[src/gpio_commit_pkg.sv]
// Constants, offsets and bus carrier for the commit-protection block
package gpio_commit_pkg;

  localparam int ADDR_W = 12;
  localparam int DATA_W = 32;
  localparam int PIN_W = 8;

  // Register byte offsets
  localparam logic [ADDR_W-1:0] OFS_AFSEL = 12'h100;
  localparam logic [ADDR_W-1:0] OFS_LOCK = 12'h520;
  localparam logic [ADDR_W-1:0] OFS_COMMIT = 12'h524;
  localparam logic [ADDR_W-1:0] OFS_STATUS = 12'h600;
  localparam logic [ADDR_W-1:0] OFS_IDENT4 = 12'hFD0;
  localparam logic [ADDR_W-1:0] OFS_IDENT5 = 12'hFD4;
  localparam logic [ADDR_W-1:0] OFS_IDENT6 = 12'hFD8;

  // Lock key and lock read-back values
  localparam logic [DATA_W-1:0] LOCK_KEY = 32'h1ACCE551;
  localparam logic [DATA_W-1:0] LOCK_RD_LOCKED = 32'h0000_0001;
  localparam logic [DATA_W-1:0] LOCK_RD_OPEN = 32'h0000_0000;

  // Protected pin sets per port kind
  localparam logic [PIN_W-1:0] MASK_ORDINARY = 8'h00;
  localparam logic [PIN_W-1:0] MASK_PORT_B = 8'h80;
  localparam logic [PIN_W-1:0] MASK_PORT_C = 8'h0F;

  // Identification byte positions in the combined value
  localparam int IDENT4_LSB = 0;
  localparam int IDENT5_LSB = 8;
  localparam int IDENT6_LSB = 16;
  localparam int IDENT_BYTE_W = 8;

  // Status register fields
  localparam int STAT_LOCKED_BIT = 0;
  localparam int STAT_REFUSED_BIT = 1;

  // Reset value of the lock
  localparam logic LOCK_RST = 1'b1;

  typedef struct packed {
    logic [ADDR_W-1:0] addr;
    logic [DATA_W-1:0] wdata;
    logic wr;
    logic rd;
  } reg_req_t;

endpackage

[src/commit_cell.sv]
// One pin's commit bit and alternate-function select bit
`timescale 1ns/1ps
`default_nettype none
module commit_cell #(
  parameter logic WRITABLE = 1'b0,
  parameter logic AFSEL_RST = 1'b0
) (
  // Clock and reset
  input wire logic clk_sys,
  input wire logic rstn,
  // Write requests
  input wire logic commit_we,
  input wire logic afsel_we,
  input wire logic wbit,
  // State
  output logic commit_q,
  output logic afsel_q
);

  logic commit_d;
  logic afsel_d;

  // Non-debug pins hold one whatever is written
  assign commit_d = WRITABLE ? (commit_we ? wbit : commit_q) : 1'b1;
  // Committed bits take the new value, others keep the old
  assign afsel_d = (afsel_we && commit_q) ? wbit : afsel_q;

  always_ff @(posedge clk_sys) begin
    if (!rstn) begin
      commit_q <= ~WRITABLE;
      afsel_q <= AFSEL_RST;
    end else begin
      commit_q <= commit_d;
      afsel_q <= afsel_d;
    end
  end

endmodule
`default_nettype wire

[src/gpio_commit_protection.sv]
// Commit protection for one port's alternate-function select bits
//
// The implementer's own choice: strobed register access.
`timescale 1ns/1ps
`default_nettype none
module gpio_commit_protection #(
  parameter logic [7:0] PROTECTED_PINS = gpio_commit_pkg::MASK_ORDINARY,
  // Identification value is arbitrary
  parameter logic [31:0] IDENT_VALUE = 32'h00C3_5A96
) (
  // Clock and reset
  input wire logic clk_sys,
  input wire logic rstn,
  // Register port
  input wire gpio_commit_pkg::reg_req_t bus_req,
  output logic [gpio_commit_pkg::DATA_W-1:0] rdata_q,
  // Port state
  output logic [gpio_commit_pkg::PIN_W-1:0] alt_function_select,
  output logic [gpio_commit_pkg::PIN_W-1:0] commit_bits,
  output logic lock_closed
);

  localparam int DW = gpio_commit_pkg::DATA_W;
  localparam int PW = gpio_commit_pkg::PIN_W;
  localparam int IW = gpio_commit_pkg::IDENT_BYTE_W;

  // Only the documented port kinds are served
  if (PROTECTED_PINS != gpio_commit_pkg::MASK_ORDINARY &&
      PROTECTED_PINS != gpio_commit_pkg::MASK_PORT_B &&
      PROTECTED_PINS != gpio_commit_pkg::MASK_PORT_C) begin : g_bad_pins
    $error("PROTECTED_PINS must name an ordinary, B or C port");
  end

  logic locked_q;
  logic locked_d;
  logic refused_q;
  logic refused_d;
  logic [DW-1:0] rdata_d;
  logic [DW-1:0] rd_value;
  logic [PW-1:0] commit_w;
  logic [PW-1:0] afsel_w;

  // Address decode
  wire hit_afsel = bus_req.addr == gpio_commit_pkg::OFS_AFSEL;
  wire hit_lock = bus_req.addr == gpio_commit_pkg::OFS_LOCK;
  wire hit_commit = bus_req.addr == gpio_commit_pkg::OFS_COMMIT;
  wire hit_status = bus_req.addr == gpio_commit_pkg::OFS_STATUS;
  wire hit_id4 = bus_req.addr == gpio_commit_pkg::OFS_IDENT4;
  wire hit_id5 = bus_req.addr == gpio_commit_pkg::OFS_IDENT5;
  wire hit_id6 = bus_req.addr == gpio_commit_pkg::OFS_IDENT6;

  // Write strobes
  wire wr_afsel = bus_req.wr && hit_afsel;
  wire wr_lock = bus_req.wr && hit_lock;
  wire wr_commit = bus_req.wr && hit_commit;
  wire wr_status = bus_req.wr && hit_status;

  // Mask write passes only while unlocked, else dropped and flagged as refused
  wire commit_take = wr_commit && !locked_q;
  wire commit_refused = wr_commit && locked_q;

  // Key opens the lock, any other value closes it
  wire key_match = bus_req.wdata == gpio_commit_pkg::LOCK_KEY;
  assign locked_d = wr_lock ? !key_match : locked_q;

  // Sticky refused-write flag; a new refusal beats the clear
  wire refused_clr = wr_status &&
    bus_req.wdata[gpio_commit_pkg::STAT_REFUSED_BIT];
  assign refused_d = commit_refused || (refused_q && !refused_clr);

  // One cell per pin; only debug pins get a writable mask bit
  for (genvar i = 0; i < PW; i++) begin : g_pin
    commit_cell #(
      .WRITABLE(PROTECTED_PINS[i]),
      .AFSEL_RST(PROTECTED_PINS[i])
    ) u_cell (
      .clk_sys(clk_sys),
      .rstn(rstn),
      .commit_we(commit_take),
      .afsel_we(wr_afsel),
      .wbit(bus_req.wdata[i]),
      .commit_q(commit_w[i]),
      .afsel_q(afsel_w[i])
    );
  end

  // Read-back values, upper bits zero
  wire [DW-1:0] rd_afsel = {{(DW-PW){1'b0}}, afsel_w};
  wire [DW-1:0] rd_commit = {{(DW-PW){1'b0}}, commit_w};
  wire [DW-1:0] rd_lock = locked_q ? gpio_commit_pkg::LOCK_RD_LOCKED :
    gpio_commit_pkg::LOCK_RD_OPEN;
  wire [DW-1:0] rd_status = {{(DW-2){1'b0}}, refused_q, locked_q};
  // Each identification byte alone in its register
  wire [DW-1:0] rd_id4 =
    {{(DW-IW){1'b0}}, IDENT_VALUE[gpio_commit_pkg::IDENT4_LSB +: IW]};
  wire [DW-1:0] rd_id5 =
    {{(DW-IW){1'b0}}, IDENT_VALUE[gpio_commit_pkg::IDENT5_LSB +: IW]};
  wire [DW-1:0] rd_id6 =
    {{(DW-IW){1'b0}}, IDENT_VALUE[gpio_commit_pkg::IDENT6_LSB +: IW]};

  // Read select; unmapped addresses read zero
  assign rd_value = hit_afsel ? rd_afsel :
    hit_commit ? rd_commit :
    hit_lock ? rd_lock :
    hit_status ? rd_status :
    hit_id4 ? rd_id4 :
    hit_id5 ? rd_id5 :
    hit_id6 ? rd_id6 : '0;
  assign rdata_d = bus_req.rd ? rd_value : '0;

  always_ff @(posedge clk_sys) begin
    if (!rstn) begin
      locked_q <= gpio_commit_pkg::LOCK_RST;
      refused_q <= 1'b0;
      rdata_q <= '0;
      alt_function_select <= PROTECTED_PINS;
      commit_bits <= ~PROTECTED_PINS;
      lock_closed <= gpio_commit_pkg::LOCK_RST;
    end else begin
      locked_q <= locked_d;
      refused_q <= refused_d;
      rdata_q <= rdata_d;
      alt_function_select <= afsel_w;
      commit_bits <= commit_w;
      lock_closed <= locked_d;
    end
  end

endmodule
`default_nettype wire

[config.mk]
export PLATFORM = sky130hd
export DESIGN_NAME = gpio_commit_protection
export DESIGN_NICKNAME = d
export VERILOG_FILES = /design/src/gpio_commit_pkg.sv /design/src/commit_cell.sv /design/src/gpio_commit_protection.sv
export SDC_FILE = /design/constraint.sdc
export NUM_CORES = 1
export LEC_CHECK = 0
export BUFFER_PORTS_ARGS = -buffer_cell sky130_fd_sc_hd__buf_2
export CAP_MARGIN = 20
export CORE_ASPECT_RATIO = 0.7
export CORE_MARGIN = 2
export CORE_UTILIZATION = 43
export CTS_BUF_LIST = sky130_fd_sc_hd__clkbuf_4
export DETAILED_ROUTE_END_ITERATION = 7
export HOLD_SLACK_MARGIN = 0.06
export PLACE_DENSITY = 0.86
export SYNTH_ARGS = -nofsm -noshare
export SYNTH_HDL_FRONTEND = slang
export SYNTH_SLANG_ARGS = --single-unit
[constraint.sdc]
create_clock -name clk_sys -period 1.65 [get_ports clk_sys]
set_clock_uncertainty 0.05 [all_clocks]
set_input_delay 0.4125 -clock clk_sys [delete_from_list [all_inputs] [get_ports clk_sys]]
set_output_delay 0.4125 -clock clk_sys [all_outputs]
set_load 0.03 [all_outputs]
After elaboration in Yosys (flattened, before gate mapping)

Index checks and enable logic that the tools add are counted.

Output and inout port bits: 49
Bits in registers: 50

Eq/ne operators: 8
Bitwise logic cells: 2
Reduce and logical (&&, ||, !) cells: 12
Multiplexer cells: 8

Operator list:

| kind                                                              | count |
|---|---|
| 8-bit two-way mux                                                 | 7 |
| 12-bit by 11-bit == test with 1-bit output, second input constant | 3 |
| 12-bit == test, second input constant                             | 3 |
| 32-bit by 29-bit == test with 1-bit output, second input constant | 1 |
| 12-bit by 9-bit == test with 1-bit output, second input constant  | 1 |
| 1-bit logical AND                                                 | 7 |
| 4-bit OR reduction                                                | 1 |
| 1-bit zero test                                                   | 2 |
| 1-bit NOT                                                         | 2 |
| 2-bit AND reduction                                               | 1 |
| 1-bit logical OR                                                  | 1 |
| 1-bit two-way mux                                                 | 1 |

Logic depth before layout (Yosys ltp)

Depth after elaboration: 8
Mapped depth: 5
Gate-level depth less buffers: 5

Cells and area by module

A second synthesis with hierarchy kept.

Cell total of the unflattened synthesis: 195
Area, all modules: 1769.2 µm²

By module, submodules not included:

| module                 | cells an instance | area each (µm²) | instances |
|---|---|---|---|
| gpio_commit_protection | 155               | 1388.8          | 1 |
| commit_cell            | 5                 | 47.5            | 8 |

Least setup slack after synthesis

No wires, ideal clock.

Path type: input to register
Start: input port bus_req[37] in the netlist's numbering
End: register g_pin[0].u_cell.afsel_q
Path buffers: 0
Arrival: 1390 ps
Setup time: 116 ps
Stages: 5
Slack: 94 ps
Cells stage by stage: nor4_4 nand3_2 nor2_8 mux2i_1 nor2b_1

Longest elaborated chain between the ends: 2

Ends and longest elaborated chain:

| item                                      | line                         | RTL |
|---|---|---|
| from (decl)                               | gpio_commit_protection.sv:15 | `input wire gpio_commit_pkg::reg_req_t bus_req,` |
| 12-bit by 9-bit == test with 1-bit output | gpio_commit_protection.sv:44 | `wire hit_afsel = bus_req.addr == gpio_commit_pkg::OFS_AFSEL;` |
| 1-bit logical AND                         | gpio_commit_protection.sv:53 | `wire wr_afsel = bus_req.wr && hit_afsel;` |
| to (signal assigned)                      | commit_cell.sv:34            | `afsel_q <= afsel_d;` |
| to (decl)                                 | commit_cell.sv:17            | `output logic afsel_q` |

No other way between the ends.
A chain may end at the register's enable or synchronous reset.

Worst setup path after layout

Start: input port bus_req[37] in the netlist's numbering
End: register g_pin[1].u_cell.afsel_q

Longest elaborated chain between the ends: 2

Ends and longest elaborated chain:

| item                                      | line |
|---|---|
| 12-bit by 9-bit == test with 1-bit output | gpio_commit_protection.sv:44 |
| 1-bit logical AND                         | gpio_commit_protection.sv:53 |
| to (signal assigned)                      | commit_cell.sv:34 |
| to (decl)                                 | commit_cell.sv:17 |

No other way between the ends.

==> summary.txt <==
CTS
  – CTS buffer count: 3
  – Post_cts resized: 0
  – Post-CTS Setup Bufs: 0
  – Clk pin slew, worst setup/hold paths: between 0.1 and 0.15 ns
  – Hold_buf cts: 0
  – Clock Latency Late Sink: between 0.3 and 0.4 ns
  – CTS H-tree depth: 1
  – CTS tree: done
  – Clk buf depth: 2
  – Clock Sinks: 26
  – Root Driver: clkbuf_4

Synthesis
  – Area contributors post-synth: dfxtp_1 (37%), buf_4 (17%), mux2i_1 (5.6%)
  – Sequential area share after synthesis: 0.3659
  – Synth Flop Type: dfxtp_1
  – Syn Area/Cell: just over 9 µm²
  – Mapped Cells: between 150 and 200
  – Async set-reset flop share out of synthesis: 0
  – Biggest area consumer among synthesized cells: dfxtp_1
  – Post-synth EDFFs: 0
  – Mapped Area: approximately 1400 µm²
  – Warnings, synthesis: 0
  – Synth top cells by count: buf_4 (32), dfxtp_1 (26), nor2b_1 (11), nand2_1 (10)
  – Cell variety after synth: 40
  – Post-synth top area share: 0.3659
  – Top-count cell post-synth: buf_4
  – Yosys reg bits: 26

Placement
  – Post-Place Worst Slack: -0.09885 ns
  – DP Area: between 1500 and 2000 µm²
  – Number of port buffers: 64
  – Post-DP HPWL: ~2500 µm
  – Routability Congestion: approximately 0.85

Critical path
  – Worst r2r src: locked_q
  – Worst Setup EP: g_pin[1].u_cell.afsel_q
  – Stages on the worst setup path: 6
  – Crit Reg-Reg Endpoint: rdata_q[0]
  – R2R setup slack: 0.54 ns
  – Crit path DAT: approximately 1.6 ns
  – Crit-path leading delay family: simple AND/OR/NAND/NOR gates
  – Kind of critical path: in -> reg
  – Crit path launch: bus_req[37]
  – Startpoint Class: input port
  – Crit-path cells: buf_2 -> nor4_4 -> nand3_2 -> nor2_8 -> mux2i_1 -> nor2b_1
  – Worst path max stage delay: roughly 0.32 ns
  – Setup crit end kind: flop
  – CP Data Required Time: 1.82 ns
  – Register-to-Register Path Depth: 4
  – Buf/Inv on CP: 1
  – Maximum fanout along the worst path: 8
  – Slowest CP cell: nor4_4

Drt
  – Routed WL per cell: around 11 µm
  – DR vias/cell: between 4 and 5
  – Final WL: approximately 2900 µm
  – Final ANT Viol Nets: 0
  – Via count: around 1.2k
  – DRC Markers: 0
  – DR iter-0 viols: 90
  – DRT Pass-1 Iters: 4

Status
  – Status: finished, final reports clean

Power and ir drop
  – Sw Ratio: 0.2571
  – Clock power frac: 0.333
  – Power Internal: 0.9412 mW
  – Part of the power in registers: 0.496
  – Worst vdd ir: 0.3750 mV
  – Post-layout power: 1.267 mW
  – Leakage: 0.8438 nW
  – Combinational power share: 0.172
  – Sw Pwr: between 0.3 and 0.4 mW
  – Pwr/cell area: roughly 700 nW/µm²

Global routing
  – Overall fraction of global-route tracks in use: 0.1501
  – First-pass GRT wire length: 4381 µm
  – Initial antenna violation count: 0
  – Via count of the first global-routing pass: 1016
  – Grt ovf: 0
  – Pin count of the biggest net entering global routing: 20

Run
  – Max-cap violations: 0

Timing
  – Fin crit share: 0.8402
  – Slew Limit Fails: 0
  – Max Clk Rate: about 720 MHz
  – PnR worst setup slack: 0.2637 ns
  – Final setup viols: 0
  – Min Clock Period, post-route: about 1.4 ns
  – WHS: 0.3111 ns
  – RSZ-0062 raised after global routing: no
  – Final Hold Fails: 0

Final layout
  – Ant. Diodes: 0
  – Sequential Area: around 520 µm²
  – Share of cells above drive strength 1: 0.3853
  – Final instance area: approximately 1800 µm²
  – Area occupied by multi-input gates: roughly 760 µm²
  – Fillers: 280
  – Area growth syn-to-layout: 26.91%
  – Final #Nets: 280

Floorplan
  – Die W: about 73 µm
  – Area of the core: approximately 3100 µm²
  – Initial Util: 0.4519
  – Io pins: 97
  – Die span in y: 52.13 µm
  – Row Count: 17
  – Die area: between 3000 and 4000 µm²

Worst hold path
  – Hold Path Class: in -> reg
-- power groups by stage --
stage	clock network (mW)	registers [mW]	logic, mW
floorplan	0	0.642	0.186
global placement	0	0.642	0.214
detailed placement	0	0.642	0.216
CTS	0.430	0.628	0.217
global route	0.452	0.628	0.235
finish	0.422	0.628	0.217
-- worst reg2reg max path, delay by kind of cell, from the launching register on --
family | cells | cell delay [ns]
flops | 1 | 0.39
compound gates | 4 | 0.60
-- stage by stage --
stage / TNS, ns / instances / utilization
after detailed placement: -0.7551 / 265 / 0.5568
after global placement: -0.3549 / 265 / 0.5568
after CTS: 0 / 269 / 0.5735
final: 0 / 269 / 0.5735
after floorplan: 0 / 184 / -
after global routing: 0 / 269 / 0.5735
-- cell type report --
type	count	area share
clock buffers	3	0.01247
clock inverters	1	0.01663
inverters	1	0.002079
multi-input cells	123	0.4227
flip-flops and latches	26	0.2883
well taps	38	0.02633
repair buffers	77	0.2315
-- per-layer routing --
metal	GRT usage	share of wire	vias up	wire, µm
met2	0.2515	0.47	64	1365
met5	0	0	-	0
met4	0.02778	0.0031	0	9
met3	0.04264	0.085	2	250
li1	-	-	628	-
met1	0.1943	0.45	529	1305
-- how the worst min path moves through the flow --
stage | start | to | slack (ns) | depth (start not counted)
6_report | bus_req[2] | g_pin[0].u_cell.afsel_q | 0.31 | 3
3_5_place_dp | g_pin[3].u_cell.afsel_q | rdata_q[3] | 0.43 | 2
5_1_grt | bus_req[2] | g_pin[0].u_cell.afsel_q | 0.30 | 3
4_1_cts | bus_req[2] | g_pin[0].u_cell.afsel_q | 0.31 | 3
2_1_floorplan | g_pin[3].u_cell.afsel_q | rdata_q[3] | 0.39 | 2
3_3_place_gp | g_pin[3].u_cell.afsel_q | rdata_q[3] | 0.43 | 2
-- cell usage in the layout, fill, tap and decap left out, types with 2 or more instances in the layout --
master / n
buf_2: 64
conb_1: 32
dfxtp_1: 26
buf_4: 13
nor2b_1: 11
nand2_1: 10
and2_1: 8
mux2i_1: 8
nor2_1: 6
a21oi_1: 5
nand4_1: 3
and3_1: 3
nor3_1: 3
nor3b_1: 3
clkbuf_4: 3
nor3_2: 2
a22oi_1: 2
a211oi_1: 2
nor4b_1: 2
nand4b_1: 2
nor4_1: 2
-- flip-flops by register name, indices dropped and copies added, names as in the netlist --
| register | cells |
|---|---|
| locked_q | 1 |
| g_pin.u_cell.afsel_q | 8 |
| alt_function_select | 8 |
| refused_q | 1 |
| rdata_q | 8 |
-- cell families after synthesis --
family,after synthesis,synth area share
and+or+nand+nor,65,0.3070
buffers and inverters,35,0.1768
DFF,26,0.3659
AOI/OAI and AO/OA,18,0.08882
muxes,8,0.05629
other,2,0.005279
No activity file was read; power rests on OpenSTA's default activity.
